### src/design/acc_cfg.svh
`ifndef ACC_CFG_SVH
`define ACC_CFG_SVH

// ---------------------------------------------------------------
// Register map
// ---------------------------------------------------------------
`define ACC_OFS_CTRL_A 8'h00
`define ACC_OFS_CTRL_B 8'h04
`define ACC_OFS_PIN_FN 8'h08
`define ACC_OFS_STAT 8'h0c

// ---------------------------------------------------------------
// Field positions
// ---------------------------------------------------------------
`define ACC_A_START 7
`define ACC_A_BUSY 6
`define ACC_A_PWR 5
`define ACC_A_FMT 4
`define ACC_B_SRC_LSB 5
`define ACC_B_REF_LSB 3
`define ACC_ST_FLAG 0
`define ACC_ST_IEN 1

// ---------------------------------------------------------------
// Reset values and codes
// ---------------------------------------------------------------
`define ACC_RST_CTRL_A 8'h00
`define ACC_RST_CTRL_B 8'h00
`define ACC_RST_PIN_FN 10'h000
`define ACC_SRC_BANDGAP 3'h1
`define ACC_SRC_AMP_FIRST 3'h2
`define ACC_SRC_AMP_SECOND 3'h3
`define ACC_SRC_VSS 3'h4
`define ACC_REF_VDD 2'h1
`define ACC_NUM_PINS 10
`define ACC_RESULT_BITS 12

// ---------------------------------------------------------------
// Timing in converter clock periods
// ---------------------------------------------------------------
`define ACC_SAMPLE_PER 4'd4
`define ACC_CONV_PER 4'd12
`define ACC_TOTAL_PER 16

`endif

### src/design/acc_pkg.sv
package acc_pkg;
    typedef enum logic [2:0] {
        ACC_IDLE = 3'h1,
        ACC_SAMPLE = 3'h2,
        ACC_CONVERT = 3'h4
    } acc_state_e;
    typedef logic [2:0] acc_div_t;
endpackage : acc_pkg

### src/design/acc_div_if.sv
`timescale 1ns/1ps
interface acc_div_if;
    acc_pkg::acc_div_t sel;
    logic clr;
    logic run;
    logic tick;
    modport ctrl (output sel, output clr, output run, input tick);
    modport div (input sel, input clr, input run, output tick);
endinterface : acc_div_if

### src/design/acc_clk_div.sv
`timescale 1ns/1ps
module acc_clk_div #(
    parameter int CNT_W = 7
) (
    input wire logic clk_i,
    input wire logic rstn_i,
    input wire logic ce_i,
    acc_div_if.div dif
);
    logic [CNT_W-1:0] cnt_q;
    wire [CNT_W-1:0] mask_w = ~({CNT_W{1'b1}} << dif.sel);

    initial begin
        if (CNT_W != 7) $error("acc_clk_div needs a 7-bit counter for divide by 128");
    end

    // Tick once every 2^sel system clocks
    assign dif.tick = dif.run & (cnt_q == mask_w);

    always_ff @(posedge clk_i or negedge rstn_i) begin
        if (!rstn_i) begin
            cnt_q <= '0;
        end else if (ce_i) begin
            if (dif.clr || !dif.run || dif.tick) begin
                cnt_q <= '0;
            end else begin
                cnt_q <= cnt_q + 1'b1;
            end
        end
    end
endmodule : acc_clk_div

### src/design/acc_conv_ctrl.sv
`timescale 1ns/1ps
`include "acc_cfg.svh"
module acc_conv_ctrl #(
    parameter int NUM_PINS = `ACC_NUM_PINS,
    parameter int DIV_W = 3
) (
    input wire logic clk_i,
    input wire logic rstn_i,
    input wire logic ce_i,
    input wire logic hsel_i,
    input wire logic [31:0] haddr_i,
    input wire logic [1:0] htrans_i,
    input wire logic hwrite_i,
    input wire logic [2:0] hsize_i,
    input wire logic [31:0] hwdata_i,
    input wire logic hready_i,
    output logic hreadyout_o,
    output logic hresp_o,
    output logic [31:0] hrdata_o,
    output logic power_en_o,
    output logic conv_tick_o,
    output logic sample_o,
    output logic convert_o,
    output logic eoc_o,
    output logic irq_o,
    output logic ref_vdd_o,
    output logic ref_ext_o,
    output logic [NUM_PINS-1:0] ext_pin_sel_o,
    output logic [3:0] int_src_sel_o,
    output logic [NUM_PINS-1:0] pin_analog_o
);
    initial begin
        if (NUM_PINS != 10) $error("acc_conv_ctrl serves exactly ten pin slots");
        if (DIV_W != 3) $error("acc_conv_ctrl needs a 3-bit divider select");
    end

    // ---------------------------------------------------------------
    // Reset release
    // ---------------------------------------------------------------
    logic rst_meta_q;
    logic rst_sync_q;
    wire rstn = rst_sync_q;

    always_ff @(posedge clk_i or negedge rstn_i) begin
        if (!rstn_i) begin
            rst_meta_q <= 1'b0;
            rst_sync_q <= 1'b0;
        end else begin
            rst_meta_q <= 1'b1;
            rst_sync_q <= rst_meta_q;
        end
    end

    // ---------------------------------------------------------------
    // Bus slave
    // ---------------------------------------------------------------
    logic wr_pend_q;
    logic rd_pend_q;
    logic [7:0] addr_q;
    logic hready_q;
    logic [31:0] hrdata_q;
    wire [31:0] rdata_w;

    wire addr_ok = hsel_i & hready_i & htrans_i[1];
    wire hit_a = addr_q == `ACC_OFS_CTRL_A;
    wire hit_b = addr_q == `ACC_OFS_CTRL_B;
    wire hit_p = addr_q == `ACC_OFS_PIN_FN;
    wire hit_s = addr_q == `ACC_OFS_STAT;
    wire wr_a = wr_pend_q & hit_a;
    wire wr_b = wr_pend_q & hit_b;
    wire wr_p = wr_pend_q & hit_p;
    wire wr_s = wr_pend_q & hit_s;

    // Reads take one wait state so a write just before is visible
    always_ff @(posedge clk_i or negedge rstn) begin
        if (!rstn) begin
            wr_pend_q <= 1'b0;
            rd_pend_q <= 1'b0;
            addr_q <= 8'h00;
            hready_q <= 1'b1;
            hrdata_q <= 32'h0000_0000;
        end else if (ce_i) begin
            wr_pend_q <= addr_ok & hwrite_i;
            rd_pend_q <= addr_ok & ~hwrite_i;
            if (addr_ok) begin
                addr_q <= haddr_i[7:0];
            end
            hready_q <= ~(addr_ok & ~hwrite_i);
            if (rd_pend_q) begin
                hrdata_q <= rdata_w;
            end
        end
    end

    // ---------------------------------------------------------------
    // Control registers
    // ---------------------------------------------------------------
    logic start_q;
    logic pwr_q;
    logic fmt_q;
    logic [3:0] chan_q;
    logic [2:0] src_q;
    logic [1:0] ref_q;
    acc_pkg::acc_div_t div_q;
    logic [NUM_PINS-1:0] pin_q;
    logic ien_q;
    logic flag_q;
    localparam logic [7:0] RST_A = `ACC_RST_CTRL_A;

    always_ff @(posedge clk_i or negedge rstn) begin
        if (!rstn) begin
            start_q <= RST_A[`ACC_A_START];
            pwr_q <= RST_A[`ACC_A_PWR];
            fmt_q <= RST_A[`ACC_A_FMT];
            chan_q <= RST_A[3:0];
            {src_q, ref_q, div_q} <= `ACC_RST_CTRL_B;
            pin_q <= `ACC_RST_PIN_FN;
            ien_q <= 1'b0;
        end else if (ce_i) begin
            if (wr_a) begin
                start_q <= hwdata_i[`ACC_A_START];
                pwr_q <= hwdata_i[`ACC_A_PWR];
                fmt_q <= hwdata_i[`ACC_A_FMT];
                chan_q <= hwdata_i[3:0];
            end
            if (wr_b) begin
                {src_q, ref_q, div_q} <= hwdata_i[7:0];
            end
            if (wr_p) begin
                pin_q <= hwdata_i[NUM_PINS-1:0];
            end
            if (wr_s) begin
                ien_q <= hwdata_i[`ACC_ST_IEN];
            end
        end
    end

    // ---------------------------------------------------------------
    // Conversion sequencer
    // ---------------------------------------------------------------
    acc_pkg::acc_state_e state_q;
    acc_pkg::acc_state_e state_d;
    logic [3:0] per_q;
    logic [3:0] per_d;
    acc_div_if dif ();

    wire start_fall = wr_a & start_q & ~hwdata_i[`ACC_A_START];
    wire launch = start_fall & hwdata_i[`ACC_A_PWR];
    wire busy = state_q != acc_pkg::ACC_IDLE;
    wire tick = dif.tick;
    wire last_sample = per_q == `ACC_SAMPLE_PER - 4'd1;
    wire last_conv = per_q == `ACC_CONV_PER - 4'd1;
    wire done_w = (state_q == acc_pkg::ACC_CONVERT) & tick & last_conv & pwr_q & ~launch;

    assign dif.sel = div_q;
    assign dif.clr = launch;
    assign dif.run = pwr_q & busy;

    acc_clk_div #(
        .CNT_W(7)
    ) u_div (
        .clk_i(clk_i),
        .rstn_i(rstn),
        .ce_i(ce_i),
        .dif(dif)
    );

    always_comb begin
        state_d = state_q;
        per_d = per_q;
        if (launch) begin
            state_d = acc_pkg::ACC_SAMPLE;
            per_d = 4'd0;
        end else if (!pwr_q) begin
            state_d = acc_pkg::ACC_IDLE;
            per_d = 4'd0;
        end else if (tick) begin
            case (state_q)
                acc_pkg::ACC_SAMPLE: begin
                    per_d = last_sample ? 4'd0 : per_q + 4'd1;
                    if (last_sample) begin
                        state_d = acc_pkg::ACC_CONVERT;
                    end
                end
                acc_pkg::ACC_CONVERT: begin
                    per_d = last_conv ? 4'd0 : per_q + 4'd1;
                    if (last_conv) begin
                        state_d = acc_pkg::ACC_IDLE;
                    end
                end
                default: begin
                    state_d = acc_pkg::ACC_IDLE;
                    per_d = 4'd0;
                end
            endcase
        end
    end

    wire flag_d = done_w | (flag_q & ~(wr_s & hwdata_i[`ACC_ST_FLAG]));

    always_ff @(posedge clk_i or negedge rstn) begin
        if (!rstn) begin
            state_q <= acc_pkg::ACC_IDLE;
            per_q <= 4'd0;
            flag_q <= 1'b0;
        end else if (ce_i) begin
            state_q <= state_d;
            per_q <= per_d;
            flag_q <= flag_d;
        end
    end

    // ---------------------------------------------------------------
    // Analog routing decode
    // ---------------------------------------------------------------
    wire ext_src = ~((src_q >= `ACC_SRC_BANDGAP) & (src_q <= `ACC_SRC_VSS));
    wire ref_vdd_w = ref_q == `ACC_REF_VDD;
    wire [3:0] int_sel_w = {src_q == `ACC_SRC_VSS, src_q == `ACC_SRC_AMP_SECOND,
                            src_q == `ACC_SRC_AMP_FIRST, src_q == `ACC_SRC_BANDGAP};
    wire [NUM_PINS-1:0] pin_sel_w;

    genvar gi;
    generate
        for (gi = 0; gi < NUM_PINS; gi++) begin : g_pin
            // Slot 7 has no pin; codes 10 and up hit no slot
            assign pin_sel_w[gi] = ext_src & (chan_q == 4'(gi)) & (gi != 7);
        end
    endgenerate

    // ---------------------------------------------------------------
    // Read data
    // ---------------------------------------------------------------
    wire [31:0] rd_a = {24'h00_0000, start_q, busy, pwr_q, fmt_q, chan_q};
    wire [31:0] rd_b = {24'h00_0000, src_q, ref_q, div_q};
    wire [31:0] rd_p = {{(32 - NUM_PINS){1'b0}}, pin_q};
    wire [31:0] rd_s = {30'h0000_0000, ien_q, flag_q};
    assign rdata_w = hit_a ? rd_a : hit_b ? rd_b : hit_p ? rd_p : hit_s ? rd_s : 32'h0;

    // ---------------------------------------------------------------
    // Output registers
    // ---------------------------------------------------------------
    always_ff @(posedge clk_i or negedge rstn) begin
        if (!rstn) begin
            power_en_o <= 1'b0;
            conv_tick_o <= 1'b0;
            sample_o <= 1'b0;
            convert_o <= 1'b0;
            eoc_o <= 1'b0;
            irq_o <= 1'b0;
            ref_vdd_o <= 1'b0;
            ref_ext_o <= 1'b1;
            ext_pin_sel_o <= '0;
            int_src_sel_o <= 4'h0;
            pin_analog_o <= '0;
        end else if (ce_i) begin
            power_en_o <= pwr_q;
            conv_tick_o <= tick;
            sample_o <= state_q == acc_pkg::ACC_SAMPLE;
            convert_o <= state_q == acc_pkg::ACC_CONVERT;
            eoc_o <= done_w;
            irq_o <= flag_q & ien_q;
            ref_vdd_o <= ref_vdd_w;
            ref_ext_o <= ~ref_vdd_w;
            ext_pin_sel_o <= pin_sel_w;
            int_src_sel_o <= int_sel_w;
            pin_analog_o <= pin_q;
        end
    end

    assign hreadyout_o = hready_q;
    assign hresp_o = 1'b0;
    assign hrdata_o = hrdata_q;

    // ---------------------------------------------------------------
    // Checks
    // ---------------------------------------------------------------
    logic [11:0] cyc_q;
    always_ff @(posedge clk_i or negedge rstn) begin
        if (!rstn) begin
            cyc_q <= 12'h000;
        end else if (ce_i) begin
            cyc_q <= launch ? 12'h000 : busy ? cyc_q + 12'h001 : cyc_q;
        end
    end
endmodule : acc_conv_ctrl

### config.mk
export PLATFORM = sky130hd
export DESIGN_NAME = acc_conv_ctrl
export DESIGN_NICKNAME = d
export VERILOG_FILES = /design/src/design/acc_pkg.sv /design/src/design/acc_div_if.sv /design/src/design/acc_clk_div.sv /design/src/design/acc_conv_ctrl.sv
export VERILOG_INCLUDE_DIRS = /design/src /design/src/design
export SDC_FILE = /design/constraint.sdc
export NUM_CORES = 1
export LEC_CHECK = 0
export BUFFER_PORTS_ARGS = -buffer_cell sky130_fd_sc_hd__buf_2
export CAP_MARGIN = 20
export CELL_PAD_IN_SITES_DETAIL_PLACEMENT = 0
export CELL_PAD_IN_SITES_GLOBAL_PLACEMENT = 2
export CORE_MARGIN = 4
export CORE_UTILIZATION = 34
export DETAILED_ROUTE_END_ITERATION = 6
export PLACE_DENSITY = 0.9
export SLEW_MARGIN = 20
export SYNTH_ARGS = -nofsm -noshare
export SYNTH_HDL_FRONTEND = slang
export SYNTH_SLANG_ARGS = --single-unit
### constraint.sdc
create_clock -name clk_i -period 8.25 [get_ports clk_i]
set_input_delay 0.825 -clock clk_i [delete_from_list [all_inputs] [get_ports clk_i]]
set_output_delay 0.825 -clock clk_i [all_outputs]
set_load 0.02 [all_outputs]
==> metrics.txt <==
status finished clean; area share of the largest cell type after synthesis 0.517; dominant cells by area after synthesis dfrtp_1 (52%), mux2_2 (11%), buf_4 (4.2%), o2bb2ai_1 (3.0%), nand2_1 (2.5%); total gr overflow 0; multiplexer area fraction after synthesis 0.135; RSZ-0062 raised after global routing false; max_slew headroom 0.273; # H-tree levels 3; leading area contributor after synthesis dfrtp_1; TNS Setup 0 ns; clk_skew approximately 0.0047 ns; First-pass DRT Iterations 4; Starting Density 0.350; Crit Path Max Fanout 45; final net count 534; final hold violations 0; slew at the pin with the worst max-slew slack 1.09 ns; CP Launch Type primary input; DR WL/cell 15.9 um; Worst IR Drop VDD 0.119 mV; Storage cell area 0.00238 mm^2; synthesis-to-finish area growth 16.4%; vias between 3000 and 4000; clock latency on the worst-skew pair 0.34 ns; Seq/Total Area, Yosys 0.535; DRC Markers 0; floorplan core area 0.0127 mm^2; share of cells above drive strength 1 0.307; row count 41; Avg Inst Size Synth between 10 and 15 um^2; most common cell after layout, fill and taps aside dfrtp_1; Netlist cell types 56; final worst path period need 2.84 ns; CTS Buf Count 9; most frequent cells in the layout dfrtp_1 (91), buf_2 (66), mux2_2 (44), nand2_1 (30), conb_1 (25); Die X between 100 and 150 um; max-slew violation count 0; Vias per Instance slightly below 5; area of the multi-input gates 0.00186 mm^2; antenna cell count 0; Tcrit/Tclk final 0.344; worst path cell trace buf_2 -> buf_4 -> clkinv_1 -> or4b_1 -> o221ai_2; Post-Route WL 10000 um; Simple-Gate Fraction of Synth Area 0.125; largest family of logic cells by synthesized area multiplexers; port buffer count between 60 and 70; # clock sinks 95; Main synth FF type dfrtp_1; Crit path required time approximately 8.5 ns; vias in the first global route roughly 3200; I/O Pins 141; Fillers approximately 1300; largest net degree at the start of global routing between 50 and 60; post-CTS setup buffers 0; final setup fails 0; die height 122 um; Compound-Gate Fraction of Synth Area 0.116; first-pass GRT wire length between 15000 and 20000 um; PwrDens ~210 mW/mm^2; post_cts resized 0; Mapped Cells a little under 400; adder-cell share of the synthesized area 0.00562; Max-Cap Viols 0; P_leak 2.49 nW; fmax 352 MHz; Worst path max stage delay about 0.81 ns; endpoint type of the worst setup path flop; FFs w/ async S/R, synth 1.00; Syn Std Cell Area approximately 0.0045 mm^2; Clock Tree Root clkbuf_16; Core Util, Final 0.407; CTS Buffer Depth 2; die area about 0.015 mm^2; post-DP HPWL between 7000 and 8000 um; HP Class primary input to async pin; TritonCTS clock tree done; antenna-violating nets left 0; number of flops mapped to enable cells by yosys 0; Seq cells post-synth 95; clock-pin slew on the worst setup and hold paths approximately 0.07 ns; Crit-path slowest cell clkinv_1; crit path DAT a little over 3 ns; Starting DRT DRC Count around 190; crit path kind primary input to flop; initial antenna violation count 0; Syn. warnings 0; R2R depth 6; hold-fix buffer count after cts 0; Total GRT Usage 0.140; xor and xnor area share after synthesis 0.0138; gpl congestion around 0.8
==> power breakdown <==
group	internal, mW	leakage, nW	total, mW	switching (mW)
Sequential	0.496	1.28	0.534	0.0375
Clock	0.266	0.156	0.445	0.179
Combinational	0.0544	1.05	0.132	0.0781
==> final cells by class <==
cell class                 instances  area share
sequential                        95       0.460
timing repair buffer              70      0.0695
clock buffer                       9      0.0435
tap                              172      0.0415
multi-input combinational        269       0.358
clock inverter                     7      0.0184
inverter                          12     0.00869
==> stage by stage <==
step / setup WS, ns / std cells / power (mW) / area, um^2 / hold slack (ns)
after global placement: 5.06 / 618 / 0.673 / 4860 / 0.307
after floorplan: 5.41 / 417 / 0.637 / 4540 / 0.331
final: 5.41 / 634 / 1.11 / 5180 / 0.250
after global routing: 5.28 / 634 / 1.16 / 5180 / 0.236
after CTS: 5.41 / 634 / 1.12 / 5180 / 0.240
after detailed placement: 5.03 / 618 / 0.677 / 4860 / 0.309
==> logic make-up after synthesis <==
kind of cell             Yosys count
multiplexers                      52
adder cells (fa/ha/maj)            2
other                              2
XOR/XNOR                           7
AND/OR/NAND/NOR                  108
AO/OA/AOI/OAI                     75
buffers and inverters             53
flip-flops                        95
==> state kept, by name, summed over array words and instances, names as in the netlist, 3 cells and up <==
| signal | cells |
|---|---|
| addr_q | 8 |
| chan_q | 4 |
| dif.sel | 3 |
| ext_pin_sel_o | 9 |
| hrdata_o | 10 |
| int_src_sel_o | 4 |
| per_q | 4 |
| pin_analog_o | 10 |
| pin_q | 10 |
| src_q | 3 |
| state_q | 3 |
| u_div.cnt_q | 7 |
==> layer usage <==
metal  GRT usage  vias up  wire [um]
li1            -     1479          -
met1       0.186     1581       4560
met2       0.231       79       4950
met3      0.0253       13        399
met4      0.0469        0        144
met5           0        -          0
==> cell usage after synthesis (all sizes together) (2+ instances only) <==
cell,count
or2,2
mux4,2
nand3b,4
nor2,23
nor4b,2
nand2,30
a21oi,17
mux2,44
o21a,2
nor4,2
nand3,12
xnor2,3
o31ai,3
o221ai,2
and3,2
o21ai,19
o2bb2ai,15
or3,4
nand2b,12
a21o,4
clkbuf,12
inv,11
buf,29
and2,2
and4,2
nor3,4
conb,2
nor2b,2
a22o,3
dfrtp,92
mux2i,6
ha,2
xor2,4
dfstp,3
==> worst paths after layout <==
check | from | slack, ns | to
min in group clk_i | rst_meta_q$_DFF_PN0_ | 0.36 | rst_sync_q$_DFF_PN0_
worst max-delay path | ce_i | 5.41 | per_q[2]$_DFFE_PN0P_
max in group asynchronous | rst_sync_q$_DFF_PN0_ | 6.88 | addr_q[1]$_DFFE_PN0P_
worst min-delay path | rstn_i | 0.25 | rst_sync_q$_DFF_PN0_
worst max register to register | dif.sel[2]$_DFFE_PN0P_ | 5.63 | per_q[2]$_DFFE_PN0P_
worst min register to register | rst_sync_q$_DFF_PN0_ | 0.29 | ext_pin_sel_o[6]$_DFFE_PN0P_
==> worst max-delay path: cells and delay by family <==
| kind | cells | cell delay (ns) |
|---|---|---|
| compound gates | 1 | 0.17 |
| buf+inv | 3 | 1.34 |
| simple gates | 1 | 0.75 |
No activity file was read; power rests on OpenSTA's default activity.
